**config.mk**
```make
export PLATFORM = sky130hd
export DESIGN_NAME = psc_top
export DESIGN_NICKNAME = d
export VERILOG_FILES = /design/src/inc/psc_pkg.sv /design/src/hw/psc_top.sv
export SDC_FILE = /design/constraint.sdc
export NUM_CORES = 1
export LEC_CHECK = 0
export BUFFER_PORTS_ARGS = -buffer_cell sky130_fd_sc_hd__buf_2
export CORE_UTILIZATION = 50
export CTS_CLUSTER_SIZE = 12
export DETAILED_ROUTE_END_ITERATION = 7
export GPL_TIMING_DRIVEN = 0
export PLACE_DENSITY_LB_ADDON = 0.1
export SETUP_SLACK_MARGIN = 0.15
export SLEW_MARGIN = 0
export SYNTH_ARGS = -nofsm -noshare
export SYNTH_HDL_FRONTEND = slang
export SYNTH_SLANG_ARGS = --single-unit
```
**constraint.sdc**
```tcl
create_clock -name clock -period 2 [get_ports clock]
set_clock_uncertainty 0.15 [all_clocks]
set_input_delay 0.2 -clock clock [delete_from_list [all_inputs] [get_ports clock]]
set_output_delay 0.2 -clock clock [all_outputs]
set_load 0.005 [all_outputs]
```
**src/inc/psc_pkg.sv**
```systemverilog
package psc_pkg;
	// ------------------------------------------------------------
	// Widths
	// ------------------------------------------------------------
	localparam int SW_W = 16;
	localparam int AW = 8;
	localparam int DW = 32;
	localparam int S_BIT = 13;
	localparam int M_BIT = 12;
	localparam logic [15:0] SW_RESET = 16'h2000;
	// ------------------------------------------------------------
	// Register offsets
	// ------------------------------------------------------------
	localparam logic [7:0] OFS_STATUS = 8'h00;
	localparam logic [7:0] OFS_STATE = 8'h04;
	localparam logic [7:0] OFS_USP = 8'h08;
	localparam logic [7:0] OFS_ISP = 8'h0c;
	localparam logic [7:0] OFS_MSP = 8'h10;
	// ------------------------------------------------------------
	// Access space codes
	// ------------------------------------------------------------
	localparam logic [2:0] FC_USER_DATA = 3'h1;
	localparam logic [2:0] FC_USER_PROG = 3'h2;
	localparam logic [2:0] FC_SUPER_DATA = 3'h5;
	localparam logic [2:0] FC_SUPER_PROG = 3'h6;
	localparam logic [2:0] FC_CPU_SPACE = 3'h7;
	// ------------------------------------------------------------
	// Stack pointer selection
	// ------------------------------------------------------------
	localparam logic [1:0] SEL_USER = 2'h0;
	localparam logic [1:0] SEL_INTERRUPT = 2'h1;
	localparam logic [1:0] SEL_MASTER = 2'h2;
	// ------------------------------------------------------------
	// Operation kinds from the sequencer
	// ------------------------------------------------------------
	localparam logic [2:0] OP_MOVE = 3'h0;
	localparam logic [2:0] OP_AND = 3'h1;
	localparam logic [2:0] OP_XOR = 3'h2;
	localparam logic [2:0] OP_OR = 3'h3;
	localparam logic [2:0] OP_RETURN = 3'h4;
	localparam logic [2:0] OP_STOP = 3'h5;
	localparam logic [2:0] OP_PRIV = 3'h6;
	localparam logic [2:0] OP_PLAIN = 3'h7;
	// ------------------------------------------------------------
	// Types
	// ------------------------------------------------------------
	typedef enum logic [4:0] {
		PSC_ST_NORMAL = 5'h01,
		PSC_ST_STACK = 5'h02,
		PSC_ST_VECTOR = 5'h04,
		PSC_ST_FILL = 5'h08,
		PSC_ST_HALT = 5'h10
	} psc_state_e;
	typedef struct packed {
		psc_state_e state;
		logic stopped;
		logic [15:0] sw;
		logic [31:0] user_stack_pointer;
		logic [31:0] interrupt_stack_pointer;
		logic [31:0] master_stack_pointer;
		logic [15:0] saved_sw;
		logic push_valid;
		logic priv_trap;
		logic [2:0] fc;
		logic fc_valid;
		logic [1:0] sp_sel;
		logic [31:0] active_sp;
		logic [31:0] rdata;
	} psc_regs_s;
	localparam psc_regs_s REGS_RESET = '{
		state: PSC_ST_NORMAL, stopped: 1'b0, sw: SW_RESET, user_stack_pointer: 32'h0, interrupt_stack_pointer: 32'h0, master_stack_pointer: 32'h0,
		saved_sw: 16'h0, push_valid: 1'b0, priv_trap: 1'b0, fc: 3'h0, fc_valid: 1'b0,
		sp_sel: SEL_INTERRUPT, active_sp: 32'h0, rdata: 32'h0};
endpackage

```
**src/hw/psc_top.sv**
```systemverilog
// The address-and-strobe port and the address map were left to the implementer.
`timescale 1ns/1ps
// Notes on behaviour
// - Exactly one of normal, exception, halted
// - Execution, fetch, store, coprocessor count normal
// - Exception ends when handler starts executing
// - Interrupt, trace, trap, fault enter exception
// - Fault during exception processing halts
// - Only external reset leaves halted
// - Stop: normal, no bus cycles, not halted
// - Supervisor bit picks privilege and stack
// - Function code marks supervisor or user
// - Supervisor runs all, supervisor space codes
// - Master bit set selects master stack
// - Master bit clear selects interrupt stack
// - Reset gives supervisor interrupt mode
// - Master bit never affects privilege checks
// - Only status ops, return and interrupt entry change master
// - Interrupt entry saves then clears master
// - Exception cycles supervisor, active supervisor stack
// - User privileged attempt traps to supervisor
// - Supervisor clear: user references, user stack
// - Entry pushes status word then sets supervisor
// - Three-bit codes 1,2,5,6,7 only
module psc_top (
	input wire logic clock,
	input wire logic resetn,
	input wire logic [7:0] reg_addr,
	input wire logic [31:0] reg_wdata,
	input wire logic reg_wr,
	input wire logic reg_rd,
	output logic [31:0] reg_rdata,
	input wire logic op_valid,
	input wire logic [2:0] op_kind,
	input wire logic [15:0] op_data,
	input wire logic irq_ack,
	input wire logic trace_event,
	input wire logic trap_event,
	input wire logic other_exception,
	input wire logic bus_error,
	input wire logic address_error,
	input wire logic stack_done,
	input wire logic vector_done,
	input wire logic handler_start,
	input wire logic bus_req,
	input wire logic bus_program,
	input wire logic bus_cpu_space,
	input wire logic sp_wr,
	input wire logic [31:0] sp_wdata,
	output logic [15:0] status_word,
	output logic [4:0] proc_state,
	output logic stopped,
	output logic [2:0] access_space_code,
	output logic access_valid,
	output logic [1:0] sp_select,
	output logic [31:0] active_stack_pointer,
	output logic push_valid,
	output logic [15:0] push_status_word,
	output logic priv_trap
);
	// ------------------------------------------------------------
	// State
	// ------------------------------------------------------------
	psc_pkg::psc_regs_s st_r;
	psc_pkg::psc_regs_s st_nxt;
	logic sup;
	logic master;
	logic in_exc;
	logic is_normal;
	logic fault;
	logic op_priv;
	logic user_violation;
	logic exc_event;
	logic op_ok;

	assign sup = st_r.sw[psc_pkg::S_BIT];
	assign master = st_r.sw[psc_pkg::M_BIT];
	assign is_normal = (st_r.state == psc_pkg::PSC_ST_NORMAL);
	assign in_exc = (st_r.state == psc_pkg::PSC_ST_STACK) || (st_r.state == psc_pkg::PSC_ST_VECTOR) ||
		(st_r.state == psc_pkg::PSC_ST_FILL);
	assign fault = bus_error || address_error;
	// Privilege test reads only the supervisor bit, master mode is not a factor
	assign op_priv = (op_kind != psc_pkg::OP_PLAIN);
	assign user_violation = op_valid && op_priv && !sup && is_normal && !st_r.stopped;
	assign exc_event = irq_ack || trace_event || trap_event || other_exception || fault || user_violation;
	// An exception in the same cycle wins over the operation, which is retried after return
	assign op_ok = op_valid && is_normal && !st_r.stopped && !exc_event && (sup || !op_priv);

	// ------------------------------------------------------------
	// Next state
	// ------------------------------------------------------------
	always_comb begin
		st_nxt = st_r;
		st_nxt.push_valid = 1'b0;
		st_nxt.priv_trap = 1'b0;
		st_nxt.fc_valid = 1'b0;
		st_nxt.rdata = 32'h0;
		unique case (st_r.state)
			psc_pkg::PSC_ST_NORMAL: begin
				if (exc_event) begin
					// Push the old word first, then force supervisor
					st_nxt.state = psc_pkg::PSC_ST_STACK;
					st_nxt.stopped = 1'b0;
					st_nxt.saved_sw = st_r.sw;
					st_nxt.push_valid = 1'b1;
					st_nxt.sw[psc_pkg::S_BIT] = 1'b1;
					st_nxt.priv_trap = user_violation;
					if (irq_ack) begin
						st_nxt.sw[psc_pkg::M_BIT] = 1'b0;
					end
				end else if (op_ok) begin
					// Apart from interrupt entry above, the master bit changes only through these operations
					unique case (op_kind)
						psc_pkg::OP_MOVE: begin
							st_nxt.sw = op_data;
						end
						psc_pkg::OP_AND: begin
							st_nxt.sw = st_r.sw & op_data;
						end
						psc_pkg::OP_XOR: begin
							st_nxt.sw = st_r.sw ^ op_data;
						end
						psc_pkg::OP_OR: begin
							st_nxt.sw = st_r.sw | op_data;
						end
						psc_pkg::OP_RETURN: begin
							st_nxt.sw = op_data;
						end
						psc_pkg::OP_STOP: begin
							st_nxt.stopped = 1'b1;
						end
						psc_pkg::OP_PRIV: begin
							st_nxt.stopped = st_r.stopped;
						end
						psc_pkg::OP_PLAIN: begin
							st_nxt.stopped = st_r.stopped;
						end
					endcase
				end
			end
			psc_pkg::PSC_ST_STACK: begin
				if (fault) begin
					st_nxt.state = psc_pkg::PSC_ST_HALT;
				end else if (stack_done) begin
					st_nxt.state = psc_pkg::PSC_ST_VECTOR;
				end
			end
			psc_pkg::PSC_ST_VECTOR: begin
				if (fault) begin
					st_nxt.state = psc_pkg::PSC_ST_HALT;
				end else if (vector_done) begin
					st_nxt.state = psc_pkg::PSC_ST_FILL;
				end
			end
			psc_pkg::PSC_ST_FILL: begin
				if (fault) begin
					st_nxt.state = psc_pkg::PSC_ST_HALT;
				end else if (handler_start) begin
					st_nxt.state = psc_pkg::PSC_ST_NORMAL;
				end
			end
			psc_pkg::PSC_ST_HALT: begin
				// Nothing but reset leaves here
				st_nxt.state = psc_pkg::PSC_ST_HALT;
			end
		endcase

		// Bus classification; stopped and halted run no cycles
		if (bus_req && !st_r.stopped && (st_r.state != psc_pkg::PSC_ST_HALT)) begin
			st_nxt.fc_valid = 1'b1;
			if (bus_cpu_space) begin
				st_nxt.fc = psc_pkg::FC_CPU_SPACE;
			end else if (sup || in_exc) begin
				if (bus_program) begin
					st_nxt.fc = psc_pkg::FC_SUPER_PROG;
				end else begin
					st_nxt.fc = psc_pkg::FC_SUPER_DATA;
				end
			end else begin
				if (bus_program) begin
					st_nxt.fc = psc_pkg::FC_USER_PROG;
				end else begin
					st_nxt.fc = psc_pkg::FC_USER_DATA;
				end
			end
		end

		// Stack pointer selection
		if (!sup && !in_exc) begin
			st_nxt.sp_sel = psc_pkg::SEL_USER;
		end else if (master) begin
			st_nxt.sp_sel = psc_pkg::SEL_MASTER;
		end else begin
			st_nxt.sp_sel = psc_pkg::SEL_INTERRUPT;
		end

		// Software loads pointers on task switch; the core's own update wins a collision
		// Status and state offsets fall through, so software can never move the master bit
		if (reg_wr) begin
			unique case (reg_addr)
				psc_pkg::OFS_USP: begin
					st_nxt.user_stack_pointer = reg_wdata;
				end
				psc_pkg::OFS_ISP: begin
					st_nxt.interrupt_stack_pointer = reg_wdata;
				end
				psc_pkg::OFS_MSP: begin
					st_nxt.master_stack_pointer = reg_wdata;
				end
				default: begin
					st_nxt.rdata = 32'h0;
				end
			endcase
		end
		if (sp_wr) begin
			unique case (st_r.sp_sel)
				psc_pkg::SEL_USER: begin
					st_nxt.user_stack_pointer = sp_wdata;
				end
				psc_pkg::SEL_MASTER: begin
					st_nxt.master_stack_pointer = sp_wdata;
				end
				default: begin
					st_nxt.interrupt_stack_pointer = sp_wdata;
				end
			endcase
		end

		unique case (st_r.sp_sel)
			psc_pkg::SEL_USER: begin
				st_nxt.active_sp = st_r.user_stack_pointer;
			end
			psc_pkg::SEL_MASTER: begin
				st_nxt.active_sp = st_r.master_stack_pointer;
			end
			default: begin
				st_nxt.active_sp = st_r.interrupt_stack_pointer;
			end
		endcase

		// Read data stands one cycle only; a late sample sees zero
		if (reg_rd) begin
			unique case (reg_addr)
				psc_pkg::OFS_STATUS: begin
					st_nxt.rdata = {16'h0, st_r.sw};
				end
				psc_pkg::OFS_STATE: begin
					st_nxt.rdata = {24'h0, 2'h0, st_r.stopped, st_r.state};
				end
				psc_pkg::OFS_USP: begin
					st_nxt.rdata = st_r.user_stack_pointer;
				end
				psc_pkg::OFS_ISP: begin
					st_nxt.rdata = st_r.interrupt_stack_pointer;
				end
				psc_pkg::OFS_MSP: begin
					st_nxt.rdata = st_r.master_stack_pointer;
				end
				default: begin
					st_nxt.rdata = 32'h0;
				end
			endcase
		end
	end

	// ------------------------------------------------------------
	// Registers
	// ------------------------------------------------------------
	always_ff @(posedge clock) begin
		if (!resetn) begin
			st_r <= psc_pkg::REGS_RESET;
		end else begin
			st_r <= st_nxt;
		end
	end

	// ------------------------------------------------------------
	// Outputs
	// ------------------------------------------------------------
	assign reg_rdata = st_r.rdata;
	assign status_word = st_r.sw;
	assign proc_state = st_r.state;
	assign stopped = st_r.stopped;
	assign access_space_code = st_r.fc;
	assign access_valid = st_r.fc_valid;
	assign sp_select = st_r.sp_sel;
	assign active_stack_pointer = st_r.active_sp;
	assign push_valid = st_r.push_valid;
	assign push_status_word = st_r.saved_sw;
	assign priv_trap = st_r.priv_trap;
endmodule

```
# [Word level (Yosys, flattened, before mapping)]
# Cells that the tools add are included.
[totals] word_cells=121 ff_bits=206 out_inout_bits=110
[op_classes] bitwise_logic=5 n_mux=32 n_eq_ne=22 n_reduce_logical=45
[ops] op="$mux W32" count=6
[ops] op="$mux W96" count=2
[ops] op="$pmux W32 S5" count=1
[ops] op="$pmux W16 S4" count=1
[ops] op="$pmux W32 S2" count=1
[ops] op="$mux W5" count=7
[ops] op="$pmux W5 S5" count=1
[ops] op="$mux W17" count=1
[ops] op="$and A16 B16 Y16" count=1
[ops] op="$eq A8 B4 Y1 const B" count=2
[ops] op="$or A16 B16 Y16" count=1
[ops] op="$xor A16 B16 Y16" count=1
[ops] op="$ne A3 B3 Y1 const B" count=4
[ops] op="$reduce_and A4 Y1" count=3
[ops] op="$logic_and A1 B1 Y1" count=11
[ops] op="$logic_or A1 B1 Y1" count=10
[ops] op="$mux W2" count=5
[ops] op="$reduce_and A3 Y1" count=3
[ops] op="$eq A8 B3 Y1 const B" count=1
[ops] op="$eq A8 B5 Y1 const B" count=1
[ops] op="$logic_not A8 Y1" count=1
[ops] op="$eq A3 B2 Y1 const B" count=2
[ops] op="$eq A3 B3 Y1 const B" count=2
[ops] op="$mux W3" count=2
[ops] op="other kinds (20)" count=34

# [Longest topological paths before layout]
[logic_depth] word_depth=11 mapped_depth=8 mapped_depth_nobuf=6

# [Worst setup path before layout]
# Ideal clock, no wire load.
[synth_timing] path_kind="register to register" from="reg st_r, in the netlist proc_state[3]" to="reg st_r, in the netlist status_word[10]" required_ns=1.726 setup_ns=0.124 path_stages_with_launch=8 period_less_slack_ns=1.905 arrival_time_ns=1.631 slack_ns=0.095 path_buffers=3 path_cell_list="dfxtp_1 > buf_2 > nor3_1 > nand3b_1 > nor4_4 > buf_6 > buf_6 > a31oi_1"
[synth_via] elab_chain_cells=8
[synth_lines] item="from (decl)" line="psc_top.sv:64" source="psc_pkg::psc_regs_s st_r;"
[synth_lines] item="from (signal assigned)" line="psc_top.sv:271" source="st_r <= psc_pkg::REGS_RESET;"
[synth_lines] item="from (signal assigned)" line="psc_top.sv:273" source="st_r <= st_nxt;"
[synth_lines] item="$eq A5 B1 Y1 *" line="psc_top.sv:78, psc_top.sv:98"
[synth_lines] item="$logic_and A1 B1 Y1 (2 in series)" line="psc_top.sv:84" source="assign user_violation = op_valid && op_priv && !sup && is_normal && !st_r.stopped;"
[synth_lines] item="$logic_or A1 B1 Y1" line="psc_top.sv:85" source="assign exc_event = irq_ack || trace_event || trap_event || other_exception || fault || user_violation;"
[synth_lines] item="$logic_not A1 Y1" line="psc_top.sv:87" source="assign op_ok = op_valid && is_normal && !st_r.stopped && !exc_event && (sup || !op_priv);"
[synth_lines] item="$logic_and A1 B1 Y1 (2 in series)" line="psc_top.sv:87"
[synth_lines] item="$reduce_and A4 Y1 (no line) *"
# Every way passes the cells marked *; elsewhere a longest branch is shown, timed or not.
# A chain may end at the register's enable or synchronous reset.

# [Worst setup path in the final report]
[layout_timing] from="reg st_r, in the netlist proc_state[3]" to="reg st_r, in the netlist status_word[7]"
# Same word-level chain as after synthesis.

==> run metrics <==
status finished, violations left; failing checks negative setup slack; total number of vias between 10000 and 15000; final WL 35200 um; pwr dens slightly below 700 nW/um^2; total track usage between 30% and 40%; Critical-path top delay cell dfxtp_2; post-detail-place hpwl about 24000 um; post-layout util roughly 68%; dpl cell area 12100 sq um; Top cell by count, worst path buf_6; Max Buffers Root-to-Sink 3; worst relative slew slack 41.0%; Synth Cell Area roughly 11000 sq um; global-route wire length before repair 53300 um; Cells after Synth 1285; cells along the critical path buf_6, nor3_4, nand3b_1, buf_6, nor4_4, buf_4, buf_6, buf_12, buf_8, a31oi_1; Max Clock Freq between 0.4 and 0.5 GHz; Unique masters post-synth 49; min-delay worst type primary input to flop; setup repair after global routing missed its margin yes; required time worst endpoint between 2 and 2.5 ns; Clock Tree Root clkbuf_16; Main synth FF type dfxtp_1; maximum vdd drop ~0.49 mV; Layout Area Growth over Synthesis 34.6%; H-tree depth 1; Reg clk slew, reported paths about 0.060 ns; gp weighted congestion roughly 0.89; leakage ~0.0064 uW; Setup TNS -0.0549 ns; vias in the first global route between 9000 and 10000; CTS tree built; largest net degree at the start of global routing 13; post-layout instance area 14300 sq um; drt pass-1 iters 5; CTS Sinks between 200 and 250; layout cell share with drive strength beyond 1 between 30% and 40%; measured slew at the worst slew-check pin approximately 0.9 ns; later-pin clock latency in the skew report about 0.50 ns; wire per inst ~18 um; Slowest Stage Delay on Critical Path between 0.3 and 0.4 ns; Routed Antenna Nets 0; I/O Pins between 200 and 250; #FFs+latches synth 206; DRC Markers 0; Max-cap violations 0; WS Path Type flop to flop; CTS Buf Count 23; Worst Setup Start Kind flop; PortBufs approximately 220; Crit. End Element flop; Initial Utilization slightly above 50%; core area 21000 sq um; Final Slew Violations 0; Setup Viol. Count Final 6; family with the most delay on the worst path buffers and inverters; final period utilization 101%; ys async rst share 0%; number of synthesized flops with an enable pin 0; placed cells between 1500 and 2000; Final Hold Fails 0; Die Footprint 21900 sq um; Die Ht 148 um; 1st-iter DRT viols 968; initial antenna violation count 4; Mapped Avg Cell Area between 8 and 9 sq um; Die W between 100 and 150 um; Vias per Instance around 5.6; Final Non-Filler Cells between 1500 and 2000; Tmin final approximately 2 ns; sequential-to-total area share from yosys stat between 30 and 40%; grt ovf 0; Rows 53; post-synthesis net count roughly 1400; Hold WS approximately 0.025 ns; final worst slack -0.0142 ns; CP max FO 6; final net count about 1800; Syn. warnings 0; CP Data Arrival Time roughly 2.3 ns; WP buf/inv 6
## per-layer routing
layer | track usage (%) | vias to the layer above | wire length, um
met1 | 42.8 | 5001 | 15500
met2 | 49.0 | 510 | 15900
met4 | 10.4 | 2 | 927
li1 | - | 5108 | -
met5 | 0 | - | 11
met3 | 5.40 | 70 | 2840
## synthesized netlist by cell type, types with 5 or more instances
cell	instances	area, sq um
dfxtp_1	206	4120
nand2_1	142	533
a21oi_1	139	696
buf_4	113	848
o21ai_0	108	541
nor2_1	105	394
mux2i_1	103	1030
clkbuf_1	66	248
a31oi_1	47	294
inv_1	36	135
ha_1	32	400
a22oi_1	30	225
a222oi_1	17	170
buf_2	17	85.1
o21ai_1	14	70.1
o2bb2ai_1	14	123
o22ai_1	12	75.1
nor3_1	10	50.1
a22o_1	9	78.8
buf_1	8	30.0
nand2b_1	5	31.3
nand3_1	5	25.0
## worst min-delay path: stages
cell	delay (ns)
buf_2	0.14
nand3_4	0.10
mux2i_1	0.07
a21oi_1	0.12
## flip-flops by register name, indices dropped and copies added (netlist names)
name / count
sp_select: 2
access_valid: 1
priv_trap: 1
reg_rdata: 32
push_valid: 1
active_stack_pointer: 32
stopped: 1
push_status_word: 16
st_r: 96
proc_state: 5
access_space_code: 3
status_word: 16
## per-stage QoR
| stage | total power [uW] | worst slack [ns] |
|---|---|---|
| after detailed placement | 5140 | -0.363 |
| after CTS | 9680 | 0.0773 |
| after floorplan | 4770 | 0.108 |
| after global placement | 5130 | -0.312 |
| final | 9750 | -0.0142 |
| after global routing | 10100 | -0.126 |
## logic make-up after synthesis
group                      synth area share [%]
AOI/OAI and AO/OA                          22.1
xor gates and xnor gates                 0.0823
adders and majority gates                  3.76
buffers and inverters                      13.0
DFF                                        38.8
muxes                                      9.69
and+or+nand+nor                            12.6
## cell type report
| class | count | area (sq um) |
|---|---|---|
| antenna | 3 | 7.51 |
| buffer | 205 | 1350 |
| clock buffer | 31 | 686 |
| clock inverter | 5 | 100 |
| fill | 1777 | 6640 |
| inverter | 36 | 135 |
| multi-input combinational | 836 | 5450 |
| sequential | 206 | 4130 |
| tap | 275 | 344 |
| timing repair buffer | 314 | 2130 |
## what timing repair did
action                                  CTS  global route
gates cloned                              2             3
hold buffers                             71             0
hold endpoints to repair                104             0
pin swaps                                 7            36
setup buffers                            16             7
endpoints found under the setup margin  128           118
gates resized for setup                  52           107
## placed cells by master (no fill, tap or decap), types with 10 or more instances in the layout
| master | n |
|---|---|
| buf_2 | 230 |
| dfxtp_1 | 201 |
| nand2_1 | 129 |
| buf_4 | 128 |
| a21oi_1 | 125 |
| mux2i_1 | 103 |
| nor2_1 | 103 |
| o21ai_0 | 90 |
| dlygate4sd3_1 | 71 |
| a31oi_1 | 45 |
| clkbuf_1 | 43 |
| inv_1 | 36 |
| ha_1 | 32 |
| a22oi_1 | 30 |
| clkbuf_16 | 26 |
| o21ai_1 | 18 |
| a222oi_1 | 17 |
| clkbuf_2 | 15 |
| a21oi_2 | 14 |
| o2bb2ai_1 | 14 |
| o21ai_2 | 14 |
| nand2_4 | 13 |
| o22ai_1 | 12 |
| buf_6 | 11 |
| clkbuf_8 | 10 |
## where the power goes
part           internal (uW)  switching [uW]  total [uW]
clock network           2750            1690        4440
logic                    489             560        1050
registers               4200            61.0        4260
## path summary, 6_finish.rpt
kind | start | endpoint | slack, ns | cells past startpoint
hold reg to reg | push_status_word[4] | push_status_word[4] | 0.31 | 2
hold / removal | reg_wr | st_r[105] | 0.02 | 4
setup reg to reg | proc_state[3] | status_word[7] | -0.01 | 10
setup / recovery | proc_state[3] | status_word[7] | -0.01 | 10
Power figures use the tool's default switching activity.
